==> src/inc/pbm_pkg.sv <==
// Constants and types for the Port B width and byte-order converter
package pbm_pkg;

  ////////////////////////////////////////////////////////////////////////////
  // Data path geometry
  localparam int LW = 36;
  localparam int LANE = 9;
  localparam int NLANE = 4;

  ////////////////////////////////////////////////////////////////////////////
  // APB register map (byte addresses)
  localparam logic [11:0] OFS_CTRL = 12'h000;
  localparam logic [11:0] OFS_STATUS = 12'h004;
  localparam logic [11:0] OFS_COUNT = 12'h008;

  // Control register fields and reset value
  localparam int CTRL_EN_BIT = 0;
  localparam int CTRL_CLR_BIT = 1;
  localparam logic [1:0] CTRL_RST = 2'h1;

  // Status register fields
  localparam int ST_CFG_VALID = 0;
  localparam int ST_WIDTH = 1;
  localparam int ST_SIZE = 2;
  localparam int ST_ORDER = 3;
  localparam int ST_RD_IDX = 4;
  localparam int ST_WR_IDX = 6;
  localparam int ST_FLAG = 8;

  ////////////////////////////////////////////////////////////////////////////
  // Synchronised pin vector: positions and reset value
  localparam int NPIN = 6;
  localparam int PIN_WIDTH = 0;
  localparam int PIN_SIZE = 1;
  localparam int PIN_ORDER = 2;
  localparam int PIN_FCLR_AB = 3;
  localparam int PIN_FCLR_BA = 4;
  localparam int PIN_DCLR_AB = 5;
  localparam logic [NPIN-1:0] SYNC_RST = 6'h00;

  ////////////////////////////////////////////////////////////////////////////
  // Piece sequencing and flag timing
  localparam logic [1:0] LAST_LONG = 2'h0;
  localparam logic [1:0] LAST_WORD = 2'h1;
  localparam logic [1:0] LAST_BYTE = 2'h3;
  localparam logic [1:0] EMPTY_DLY_STD = 2'h2;
  localparam logic [1:0] EMPTY_DLY_FT = 2'h1;

  typedef enum logic [1:0] {PBM_LONG, PBM_WORD, PBM_BYTE} pbm_mode_t;

endpackage

==> src/rtl/pbm_match.sv <==
// Port B bus-matching converter between 36-bit queues and a 9/18/36-bit port
//
// Register access over APB and the register addresses were chosen for this implementation.
`timescale 1ns/1ps

module pbm_match
  import pbm_pkg::*;
(
  // Clock and reset
  input wire logic pclk,
  input wire logic presetn,
  // APB slave
  input wire logic psel,
  input wire logic penable,
  input wire logic pwrite,
  input wire logic [11:0] paddr,
  input wire logic [31:0] pwdata,
  output logic [31:0] prdata,
  output logic pready,
  output logic pslverr,
  // Configuration and clear pins
  input wire logic width_match_select,
  input wire logic size_select,
  input wire logic order_or_fallthrough_select,
  input wire logic full_clear_a_to_b_n,
  input wire logic full_clear_b_to_a_n,
  input wire logic data_clear_a_to_b_n,
  // Port B transfer request
  input wire logic port_b_sel,
  input wire logic port_b_write,
  input wire logic port_b_mailbox_select,
  input wire logic [LW-1:0] port_b_din,
  output logic [LW-1:0] port_b_dout,
  output logic port_b_empty_flag,
  // A-to-B queue read side
  input wire logic [LW-1:0] rd_data,
  input wire logic rd_avail,
  output logic rd_take,
  // B-to-A queue write side
  input wire logic wr_room,
  output logic [LW-1:0] wr_data,
  output logic wr_push,
  // Mailbox bypass
  input wire logic [LW-1:0] mail_rd_data,
  output logic [LW-1:0] mail_wr_data,
  output logic mail_wr
);

  ////////////////////////////////////////////////////////////////////////////
  // Pin synchronisation and configuration latch

  logic [NPIN-1:0] pins_s;
  logic mrs_both_q;
  logic wmatch_q;
  logic size_q;
  logic order_q;
  logic cfg_valid_q;
  logic [1:0] ctrl_q;
  logic soft_clr_q;

  pbm_sync3 u_sync (
    .pclk(pclk),
    .presetn(presetn),
    .pin_in({data_clear_a_to_b_n, full_clear_b_to_a_n, full_clear_a_to_b_n,
             order_or_fallthrough_select, size_select, width_match_select}),
    .pin_out(pins_s)
  );

  wire mrs_both = pins_s[PIN_FCLR_AB] & pins_s[PIN_FCLR_BA];
  wire cfg_latch = mrs_both & ~mrs_both_q;
  wire clr_full = ~mrs_both;
  wire clr_act = clr_full | ~pins_s[PIN_DCLR_AB] | soft_clr_q;

  always_ff @(posedge pclk or negedge presetn) begin
    if (!presetn) begin
      mrs_both_q <= 1'b0;
      wmatch_q <= 1'b0;
      size_q <= 1'b0;
      order_q <= 1'b0;
      cfg_valid_q <= 1'b0;
    end else begin
      mrs_both_q <= mrs_both;
      if (cfg_latch) begin
        wmatch_q <= pins_s[PIN_WIDTH];
        size_q <= pins_s[PIN_SIZE];
        order_q <= pins_s[PIN_ORDER];
        cfg_valid_q <= 1'b1;
      end
    end
  end

  ////////////////////////////////////////////////////////////////////////////
  // Mode decode and request qualification

  pbm_mode_t mode;
  logic [1:0] last_idx;
  assign mode = !wmatch_q ? PBM_LONG : (!size_q ? PBM_WORD : PBM_BYTE);
  assign last_idx = (mode == PBM_LONG) ? LAST_LONG : ((mode == PBM_WORD) ? LAST_WORD : LAST_BYTE);

  logic [1:0] rd_idx_q;
  logic [1:0] wr_idx_q;
  logic [LW-1:0] rd_hold_q;
  logic [LW-1:0] wr_asm_q;

  wire q_en = ctrl_q[CTRL_EN_BIT] & cfg_valid_q & ~clr_act;
  wire rd_req = port_b_sel & ~port_b_write & ~port_b_mailbox_select & q_en;
  wire wr_req = port_b_sel & port_b_write & ~port_b_mailbox_select & q_en;
  wire rd_first = (rd_idx_q == 2'h0);
  wire rd_accept = rd_req & (~rd_first | rd_avail);
  wire wr_last = (wr_idx_q == last_idx);
  wire wr_accept = wr_req & (~wr_last | wr_room);
  wire mbx_rd = port_b_sel & ~port_b_write & port_b_mailbox_select;
  wire mbx_wr = port_b_sel & port_b_write & port_b_mailbox_select;

  ////////////////////////////////////////////////////////////////////////////
  // Read disassembly

  wire [LW-1:0] rd_word = rd_first ? rd_data : rd_hold_q;
  wire [1:0] rd_lane = order_q ? ~rd_idx_q : rd_idx_q;
  wire rd_half = order_q ? ~rd_idx_q[0] : rd_idx_q[0];
  wire [LANE-1:0] rd_lanes [NLANE];
  logic [LW-1:0] rd_piece;

  ////////////////////////////////////////////////////////////////////////////
  // Write assembly, one lane per generate step

  wire [1:0] wr_lane = order_q ? ~wr_idx_q : wr_idx_q;
  wire wr_half = order_q ? ~wr_idx_q[0] : wr_idx_q[0];
  logic [LW-1:0] wr_merge;
  logic [LW-1:0] lane_mask;

  for (genvar g = 0; g < NLANE; g++) begin : g_lane
    assign rd_lanes[g] = rd_word[g*LANE +: LANE];
    wire hit = (mode == PBM_LONG) | ((mode == PBM_BYTE) & (wr_lane == 2'(g)))
               | ((mode == PBM_WORD) & (wr_half == 1'(g / 2)));
    wire [LANE-1:0] src = (mode == PBM_LONG) ? port_b_din[g*LANE +: LANE]
                        : (mode == PBM_BYTE) ? port_b_din[LANE-1:0]
                        : port_b_din[(g % 2)*LANE +: LANE];
    assign wr_merge[g*LANE +: LANE] = hit ? src : wr_asm_q[g*LANE +: LANE];
    assign lane_mask[g*LANE +: LANE] = {LANE{(mode == PBM_LONG) | (g == 0)
                                        | ((mode == PBM_WORD) & (g == 1))}};
  end

  // Lanes above the selected width are driven as zero
  always_comb begin
    case (mode)
      PBM_LONG: rd_piece = rd_word;
      PBM_WORD: rd_piece = {18'h0, rd_half ? rd_word[35:18] : rd_word[17:0]};
      PBM_BYTE: rd_piece = {27'h0, rd_lanes[rd_lane]};
      default: rd_piece = rd_word;
    endcase
  end

  ////////////////////////////////////////////////////////////////////////////
  // Piece counters, holding registers and transfer outputs

  logic [15:0] push_cnt_q;
  logic [15:0] fetch_cnt_q;

  always_ff @(posedge pclk or negedge presetn) begin
    if (!presetn) begin
      rd_idx_q <= 2'h0;
      wr_idx_q <= 2'h0;
      rd_hold_q <= 36'h0;
      wr_asm_q <= 36'h0;
    end else if (clr_act) begin
      rd_idx_q <= 2'h0;
      wr_idx_q <= 2'h0;
      rd_hold_q <= 36'h0;
      wr_asm_q <= 36'h0;
    end else begin
      if (rd_accept) begin
        rd_idx_q <= (rd_idx_q == last_idx) ? 2'h0 : rd_idx_q + 2'h1;
        if (rd_first) begin
          rd_hold_q <= rd_data;
        end
      end
      if (wr_accept) begin
        wr_idx_q <= wr_last ? 2'h0 : wr_idx_q + 2'h1;
        wr_asm_q <= wr_merge;
      end
    end
  end

  always_ff @(posedge pclk or negedge presetn) begin
    if (!presetn) begin
      port_b_dout <= 36'h0;
      rd_take <= 1'b0;
      wr_data <= 36'h0;
      wr_push <= 1'b0;
      mail_wr_data <= 36'h0;
      mail_wr <= 1'b0;
    end else begin
      rd_take <= rd_accept & rd_first;
      wr_push <= wr_accept & wr_last;
      mail_wr <= mbx_wr;
      if (rd_accept) begin
        port_b_dout <= rd_piece;
      end else if (mbx_rd) begin
        port_b_dout <= mail_rd_data & lane_mask;
      end
      if (wr_accept & wr_last) begin
        wr_data <= wr_merge;
      end
      if (mbx_wr) begin
        mail_wr_data <= port_b_din & lane_mask;
      end
    end
  end

  always_ff @(posedge pclk or negedge presetn) begin
    if (!presetn) begin
      push_cnt_q <= 16'h0;
      fetch_cnt_q <= 16'h0;
    end else if (clr_full) begin
      push_cnt_q <= 16'h0;
      fetch_cnt_q <= 16'h0;
    end else begin
      push_cnt_q <= push_cnt_q + 16'(wr_accept & wr_last);
      fetch_cnt_q <= fetch_cnt_q + 16'(rd_accept & rd_first);
    end
  end

  ////////////////////////////////////////////////////////////////////////////
  // Empty flag: forced low after the first clear cycle in fall-through timing, after the second in standard timing

  logic [1:0] clr_cnt_q;
  wire fall_through_timing = pins_s[PIN_ORDER];
  wire [1:0] empty_dly = fall_through_timing ? EMPTY_DLY_FT : EMPTY_DLY_STD;
  wire [1:0] clr_cnt_d = (clr_cnt_q == 2'h3) ? clr_cnt_q : clr_cnt_q + 2'h1;
  wire [1:0] rd_idx_nx = rd_accept ? ((rd_idx_q == last_idx) ? 2'h0 : rd_idx_q + 2'h1) : rd_idx_q;

  always_ff @(posedge pclk or negedge presetn) begin
    if (!presetn) begin
      clr_cnt_q <= 2'h0;
      port_b_empty_flag <= 1'b0;
    end else if (clr_act) begin
      clr_cnt_q <= clr_cnt_d;
      if (clr_cnt_d >= empty_dly) begin
        port_b_empty_flag <= 1'b0;
      end
    end else begin
      clr_cnt_q <= 2'h0;
      port_b_empty_flag <= q_en & ((rd_idx_nx != 2'h0) | (rd_avail & ~(rd_accept & rd_first)));
    end
  end

  ////////////////////////////////////////////////////////////////////////////
  // APB slave: one wait state, data and error valid with pready

  wire apb_acc = psel & penable & ~pready;
  wire apb_done = psel & penable & pready;
  wire hit_ctrl = (paddr == OFS_CTRL);
  wire hit_status = (paddr == OFS_STATUS);
  wire hit_count = (paddr == OFS_COUNT);
  wire hit_any = hit_ctrl | hit_status | hit_count;
  wire ctrl_wr = apb_done & pwrite & hit_ctrl;

  logic [31:0] status_word;
  assign status_word = {23'h0, port_b_empty_flag, wr_idx_q, rd_idx_q, order_q, size_q, wmatch_q, cfg_valid_q};
  wire [31:0] rd_mux = hit_ctrl ? {30'h0, ctrl_q} : hit_status ? status_word
                     : hit_count ? {push_cnt_q, fetch_cnt_q} : 32'h0;

  always_ff @(posedge pclk or negedge presetn) begin
    if (!presetn) begin
      pready <= 1'b0;
      prdata <= 32'h0;
      pslverr <= 1'b0;
      ctrl_q <= CTRL_RST;
      soft_clr_q <= 1'b0;
    end else begin
      pready <= apb_acc;
      pslverr <= apb_acc & ~hit_any;
      prdata <= (apb_acc & ~pwrite) ? rd_mux : 32'h0;
      soft_clr_q <= ctrl_wr & pwdata[CTRL_CLR_BIT];
      if (ctrl_wr) begin
        ctrl_q <= {1'b0, pwdata[CTRL_EN_BIT]};
      end
    end
  end
endmodule

==> src/rtl/pbm_sync3.sv <==
// Three-stage pin synchroniser with agreement filter
`timescale 1ns/1ps
module pbm_sync3
  import pbm_pkg::*;
(
  // Clock and reset
  input wire logic pclk,
  input wire logic presetn,
  // Pins and filtered levels
  input wire logic [NPIN-1:0] pin_in,
  output logic [NPIN-1:0] pin_out
);

  logic [NPIN-1:0] s1_q;
  logic [NPIN-1:0] s2_q;
  logic [NPIN-1:0] s3_q;

  for (genvar g = 0; g < NPIN; g++) begin : g_bit
    always_ff @(posedge pclk or negedge presetn) begin
      if (!presetn) begin
        s1_q[g] <= SYNC_RST[g];
        s2_q[g] <= SYNC_RST[g];
        s3_q[g] <= SYNC_RST[g];
        pin_out[g] <= SYNC_RST[g];
      end else begin
        s1_q[g] <= pin_in[g];
        s2_q[g] <= s1_q[g];
        s3_q[g] <= s2_q[g];
        // A change counts once stages two and three agree
        if (s2_q[g] == s3_q[g]) begin
          pin_out[g] <= s3_q[g];
        end
      end
    end
  end

endmodule

==> config.mk <==
export PLATFORM = sky130hd
export DESIGN_NAME = pbm_match
export DESIGN_NICKNAME = d
export VERILOG_FILES = /design/src/inc/pbm_pkg.sv /design/src/rtl/pbm_match.sv /design/src/rtl/pbm_sync3.sv
export SDC_FILE = /design/constraint.sdc
export NUM_CORES = 1
export LEC_CHECK = 0
export BUFFER_PORTS_ARGS = -buffer_cell sky130_fd_sc_hd__buf_4
export CORE_ASPECT_RATIO = 1.75
export CORE_UTILIZATION = 25
export DETAILED_ROUTE_END_ITERATION = 8
export HOLD_SLACK_MARGIN = 0.15
export SETUP_SLACK_MARGIN = 0.05
export SYNTH_ARGS = -nofsm -noshare
export SYNTH_HDL_FRONTEND = slang
export SYNTH_SLANG_ARGS = --single-unit
==> constraint.sdc <==
create_clock -name pclk -period 3.3 [get_ports pclk]
set_clock_uncertainty 0.1 [all_clocks]
set_input_delay 0.165 -clock pclk [delete_from_list [all_inputs] [get_ports pclk]]
set_output_delay 0.165 -clock pclk [all_outputs]
set_load 0.01 [all_outputs]
==> run metrics, run 1 <==
run status=finished clean; part of the Yosys area used for sequential elements=0.544; fin crit share=0.943; Post-DP HPWL=around 34 mm; top-count cell post-synth=dfrtp_1; Final Hold Vio Count=0; Routed Antenna Nets=0; final wirelength=47.1 mm; Ports=about 310; Clock Latency Late Sink=around 0.58 ns; Synth Area in Adders=0.0112; Register-to-Register Path Depth=7; clock buffer count from CTS=30; initial drt markers=760; post-synthesis compound-gate area fraction=0.150; Power Dens Cells=around 520 nW/um^2; crit path setup slack, layout=~0.19 ns; Least-Margin Pin Slew=1.26 ns; FF-to-FF setup slack=approximately 0.19 ns; P&R area growth vs syn=42.3%; Worst setup SP type=flop; worst r2r src=u_sync.pin_out[3]$_DFFE_PN0N_; critical path fanouts, max=29; postcts setup bufs=0; RSZ-0062 raised after global routing=false; initial antenna violation count=3; peak supply drop=just over 400 uV; Post-Synth Simple-Gate Area=0.159; GR Util All Layers=0.174; initial core utilization=0.253; Synthesis Warnings=0; DRC=0; first-pass GRT wire length=slightly above 70 mm; crit end category=flop; DIE HEIGHT=306 um; max-slew violation count=0; Syn Nets=about 1,500; Cell variety after synth=approximately 70; HP Class=primary input to async pin; Place WS=approximately 0.17 ns; Commonest cells post-synth=dfrtp_1, nand2_1, o21ai_1; min Tclk post-route=3.11 ns; mux cell area share after synthesis=0.0798; grt total ovfl=0; clock root buffer=clkbuf_16; top cells by area, synth=dfrtp_1, nand2_1, mux2i_1; Port Buffers=between 200 and 300; CTS clock-pin slew for the worst setup and hold paths=about 0.060 ns; Leak=~8.9 nW; Final setup viols=0; Fmax=~320 MHz; main combinational cell family by area after synthesis=simple AND/OR/NAND/NOR gates; DIE AREA=~54,000 sq um; vias in the first global route=12,100; Final Cell Area=18,800 sq um; Synth Register Bits=~290; mapped cell area=about 13,000 sq um; DR vias/cell=roughly 4.8; Placed Area=about 16,000 sq um; max_slew headroom=0.157; Max-Cap Viols=0; Mean Syn Cell Area=between 10 and 15 sq um; clock sink count=287; prevailing post-synth register cell=dfrtp_1; Crit Path Class=flop to flop; overall power=just under 10 mW; layout cell share with drive strength beyond 1=0.245; Post-synth EDFFs=0; gpl congestion=roughly 0.85; DR vias=around 12,000; CTS tree=done; synthesized instance count=approximately 1,300; clk buf depth=3; Final TNS setup=0 ns; utilization after layout=0.360; Post-synth ARST share=1.00; Site Rows=111; core area=about 52,000 sq um; reg2reg end=port_b_dout[9]$_DFFE_PN0P_; CP required=~3.7 ns; Nets=1,903; crit path DAT=about 3.5 ns; Synth area leader=dfrtp_1; XOR/XNOR Fraction of Synth Area=0.0206; top cell type's share of synthesized area=0.542; detailed-router iteration count before antenna repair=5; width of the chip=between 150 and 200 um; largest net degree at the start of global routing=99; CTS H-tree depth=1; DR WL/cell=around 19 um
## worst max-delay path, stage by stage (launching register included)
cell and delay, ns:
dfrtp_1 0.44, and4b_2 0.37, buf_4 0.40, o2111ai_4 0.21
nor3_2 0.63, nand3_1 0.16, a21oi_1 0.19, dlygate4sd3_1 0.56
## sequential cells by signal, indices dropped and copies added (netlist names), 2 cells and up
signal,cells
mail_wr_data,36
port_b_dout,36
rd_hold_q,36
wr_asm_q,36
wr_data,36
prdata,32
fetch_cnt_q,16
push_cnt_q,16
u_sync.pin_out,6
u_sync.s1_q,6
u_sync.s2_q,6
u_sync.s3_q,6
clr_cnt_q,2
rd_idx_q,2
wr_idx_q,2
## repair_timing
item / 4_1_cts / 5_1_grt
hold buffers: 160 / 0
setup endpoints to repair: 0 / 21
resized for setup: 0 / 3
endpoints found under the hold margin: 444 / 0
## routing by layer
| metal | track usage | wire (um) | vias up |
|---|---|---|---|
| met5 | 0 | 8 | - |
| met4 | 0.0979 | 2640 | 2 |
| met3 | 0.0198 | 1990 | 107 |
| met2 | 0.322 | 25000 | 378 |
| met1 | 0.189 | 17400 | 5675 |
| li1 | - | - | 5469 |
## cell families (layout without fill, tap and decap cells)
| group | after synthesis | in the layout |
|---|---|---|
| buffers and inverters | 101 | 547 |
| AND/OR/NAND/NOR | 460 | 460 |
| other | 0 | 3 |
| XOR/XNOR | 31 | 31 |
| multiplexers | 100 | 100 |
| adder cells (fa/ha/maj) | 13 | 13 |
| flip-flops | 287 | 287 |
| AO/OA/AOI/OAI | 313 | 313 |
## worst max path at each step
stage	startpoint	to	slack, ns	cells past startpoint
after floorplan	rd_idx_q[1]$_DFF_PN0_	fetch_cnt_q[15]$_DFF_PN0_	0.23	15
after global placement	ctrl_q[0]$_DFFE_PN1P_	push_cnt_q[15]$_DFF_PN0_	0.19	12
after detailed placement	ctrl_q[0]$_DFFE_PN1P_	push_cnt_q[11]$_DFF_PN0_	0.17	12
after CTS	rd_idx_q[1]$_DFF_PN0_	port_b_dout[22]$_DFFE_PN0P_	0.09	9
after global routing	rd_idx_q[1]$_DFF_PN0_	port_b_dout[22]$_DFFE_PN0P_	0.07	9
final	u_sync.pin_out[3]$_DFFE_PN0N_	port_b_dout[9]$_DFFE_PN0P_	0.19	7
## stage by stage
stage | instances | hold slack, ns
5_1_grt | 2431 | 0.176
3_5_place_dp | 2214 | 0.174
3_3_place_gp | 2214 | 0.156
2_1_floorplan | 1305 | -0.231
4_1_cts | 2429 | 0.151
6_report | 2432 | 0.0987
## power breakdown
part | switching [mW] | internal [mW]
clock network | 1.49 | 2.03
logic | 1.29 | 1.01
registers | 0.164 | 3.74
total | 2.94 | 6.77
## layout make-up
class	instances	area, sq um
sequential	287	7190
inverter	10	37.5
fill	5297	33400
antenna	3	7.51
clock inverter	12	119
timing repair buffer	482	4080
multi-input combinational	917	5610
clock buffer	43	891
tap	678	848
## cell usage in the layout (no fill, tap or decap), types with 4 or more instances in the layout
cell type / count
a21oi_1: 50
a221oi_1: 25
a22o_1: 28
a22oi_1: 18
and2_1: 13
and3_1: 39
buf_12: 4
buf_4: 316
clkbuf_1: 5
clkbuf_16: 31
clkbuf_8: 7
clkinv_2: 7
dfrtp_1: 284
dlygate4sd3_1: 160
ha_1: 6
inv_1: 9
maj3_1: 6
mux2_2: 31
mux2i_1: 67
nand2_1: 219
nand3_1: 52
nand4_1: 6
nand4b_1: 9
nor2_1: 82
nor2b_1: 4
nor3_1: 9
o211ai_1: 10
o21ai_0: 44
o21ai_1: 97
o22ai_1: 16
or4_1: 4
xnor2_1: 9
xor2_1: 22
Note: power is estimated with default switching activity, not from simulation.
==> run 2: changes to the inputs <==
--- a/config.mk
+++ b/config.mk
@@ -7,7 +7,7 @@
 export LEC_CHECK = 0
 export BUFFER_PORTS_ARGS = -buffer_cell sky130_fd_sc_hd__buf_4
 export CORE_ASPECT_RATIO = 1.75
-export CORE_UTILIZATION = 25
+export CORE_UTILIZATION = 35
 export DETAILED_ROUTE_END_ITERATION = 8
 export HOLD_SLACK_MARGIN = 0.15
 export SETUP_SLACK_MARGIN = 0.05
==> run metrics, run 2 (synthesis results as in run 1) <==
Port Buffers=283 (unchanged); detailed-router iteration count before antenna repair=5 (unchanged); HP Class=primary input to async pin; DR WL/cell=19.4 um (+0.20%); Max-Cap Viols=0 (unchanged); RSZ-0062 raised after global routing=false; CTS clock-pin slew for the worst setup and hold paths=0.07 ns (about the same); Nets=1,890 (-0.68%); GR Util All Layers=0.224 (+0.0498); Crit Path Class=flop to flop; gpl congestion=0.838 (-1.8%); CTS H-tree depth=1 (unchanged); clock root buffer=clkbuf_16; Combinational Power Share=0.237 (about the same); P&R area growth vs syn=38.9%; Clk pwr share=0.346 (-0.016); DIE AREA=38,500 sq um (-28%); DR vias/cell=5.24 (+9.5%); Sw Ratio=0.300 (-0.00313); layout cell share with drive strength beyond 1=0.240 (-0.00523); fin crit share=0.911 (-0.0323); initial drt markers=550 (-28%); Worst setup SP type=flop; Post-DP HPWL=29.4 mm (-14%); first-pass GRT wire length=66.5 mm (-6.9%); min Tclk post-route=3.00 ns (-0.107 ns); initial antenna violation count=1 (-2); Fmax=333 MHz (+3.5%); max-slew violation count=0 (unchanged); crit end category=flop; Int Pwr=6.57 mW (-3.0%); Final Hold Vio Count=0 (unchanged); DR vias=11,600 (-0.42%); vias in the first global route=11,900 (-1.6%); Worst Setup EP=port_b_dout[1]$_DFFE_PN0P_; Final TNS setup=0 ns (unchanged); most frequent cells in the layout=buf_4, dfrtp_1, nand2_1, dlygate4sd3_1, o21ai_1; overall power=9.38 mW (-3.4%); FF-to-FF setup slack=0.30 ns (+0.11 ns); width of the chip=149 um (-15%); Final Cell Area=18,300 sq um (-2.3%); clk buf depth=3 (unchanged); Site Rows=93 (-16%); CP required=3.63 ns (-0.09 ns); Leak=8.76 nW (-1.3%); max_slew headroom=0.160 (+0.00277); Routed Antenna Nets=0 (unchanged); initial core utilization=0.357 (+0.104); final wirelength=42.9 mm (-8.9%); Placed Area=15,900 sq um (-1.7%); run status=finished clean; Reg power frac=0.417 (+0.015); utilization after layout=0.496 (+0.136); clock sink count=287 (unchanged); core area=37,000 sq um (-29%); Final setup viols=0 (unchanged); postcts setup bufs=0 (unchanged); worst r2r src=rd_idx_q[1]$_DFF_PN0_; clock buffer count from CTS=28 (-6.7%); P_sw=2.81 mW (-4.4%); DRC=0 (unchanged); Ports=314 (unchanged); Register-to-Register Path Depth=9 (+2); CTS tree=done; peak supply drop=483 uV (+17%); DIE HEIGHT=259 um (-15%); critical path fanouts, max=35 (+21%); crit path from=rd_idx_q[1]$_DFF_PN0_; most common library cell in the layout ignoring fill and taps=buf_4; Clock Latency Late Sink=0.56 ns (-0.02 ns); Least-Margin Pin Slew=1.26 ns (-0.00415 ns); reg2reg end=port_b_dout[1]$_DFFE_PN0P_; grt total ovfl=0 (unchanged); Power Dens Cells=511 nW/um^2 (-1.1%); largest net degree at the start of global routing=100 (+1.0%); crit path DAT=3.33 ns (-0.20 ns)
[run 2: timing repair]
action / CTS / global route
endpoints found under the hold margin: 425 / 0
setup endpoints to repair: 0 / 3
hold buffers: 153 / 0
resized for setup: 0 / 3
[run 2: power by group through the flow]
stage | registers (mW) | logic [mW] | clock network [mW]
after floorplan | 3.99 | 1.08 | 0
after global placement | 3.97 | 2.03 | 0
after detailed placement | 3.97 | 2.07 | 0
after CTS | 3.91 | 2.23 | 3.34
after global routing | 3.94 | 2.41 | 3.47
final | 3.91 | 2.22 | 3.25
[run 2: through the flow]
step                instances  setup slack (ns)  hold slack [ns]
floorplan                1305             0.226           -0.231
global placement         2007             0.354            0.176
detailed placement       2007             0.312            0.175
CTS                      2210             0.183            0.152
global route             2211            0.0990            0.168
finish                   2211             0.295            0.169
[run 2: area by class of cell]
cell class	instances	area (sq um)
Tap cell	475	594
Inverter	10	37.5
Clock inverter	9	101
Sequential cell	287	7190
Antenna cell	1	2.50
Fill cell	3386	18700
Timing Repair Buffer	471	4000
Multi-Input combinational cell	917	5610
Clock buffer	41	811
[run 2: critical path: stages, from the launching register on]
cell and delay [ns]:
dfrtp_1 0.38, inv_1 0.18, ha_2 0.27, buf_6 0.35, mux2_2 0.45, nand4b_1 0.11, o211ai_1 0.10, a221oi_1 0.26
dlygate4sd3_1 0.59, o21ai_1 0.06
[run 2: per-layer routing]
layer / track usage / routed length [um] / part of all wire / up-vias
met5: 0 / 0 / 0 / -
met4: 0.118 / 2200 / 0.051 / 0
met3: 0.0251 / 1840 / 0.043 / 95
met2: 0.413 / 22800 / 0.53 / 392
met1: 0.248 / 16000 / 0.37 / 5644
li1: - / - / - / 5451
[run 2: how the worst min path moves through the flow]
stage               slack, ns                start                   endpoint
floorplan               -0.23              presetn    cfg_valid_q$_DFFE_PN0P_
global placement         0.18  full_clear_a_to_b_n   u_sync.s1_q[3]$_DFF_PN0_
detailed placement       0.18  full_clear_b_to_a_n   u_sync.s1_q[4]$_DFF_PN0_
CTS                      0.15          rd_data[18]  rd_hold_q[18]$_DFFE_PN0P_
global route             0.17   width_match_select   u_sync.s1_q[0]$_DFF_PN0_
finish                   0.17              presetn   u_sync.s3_q[3]$_DFF_PN0_
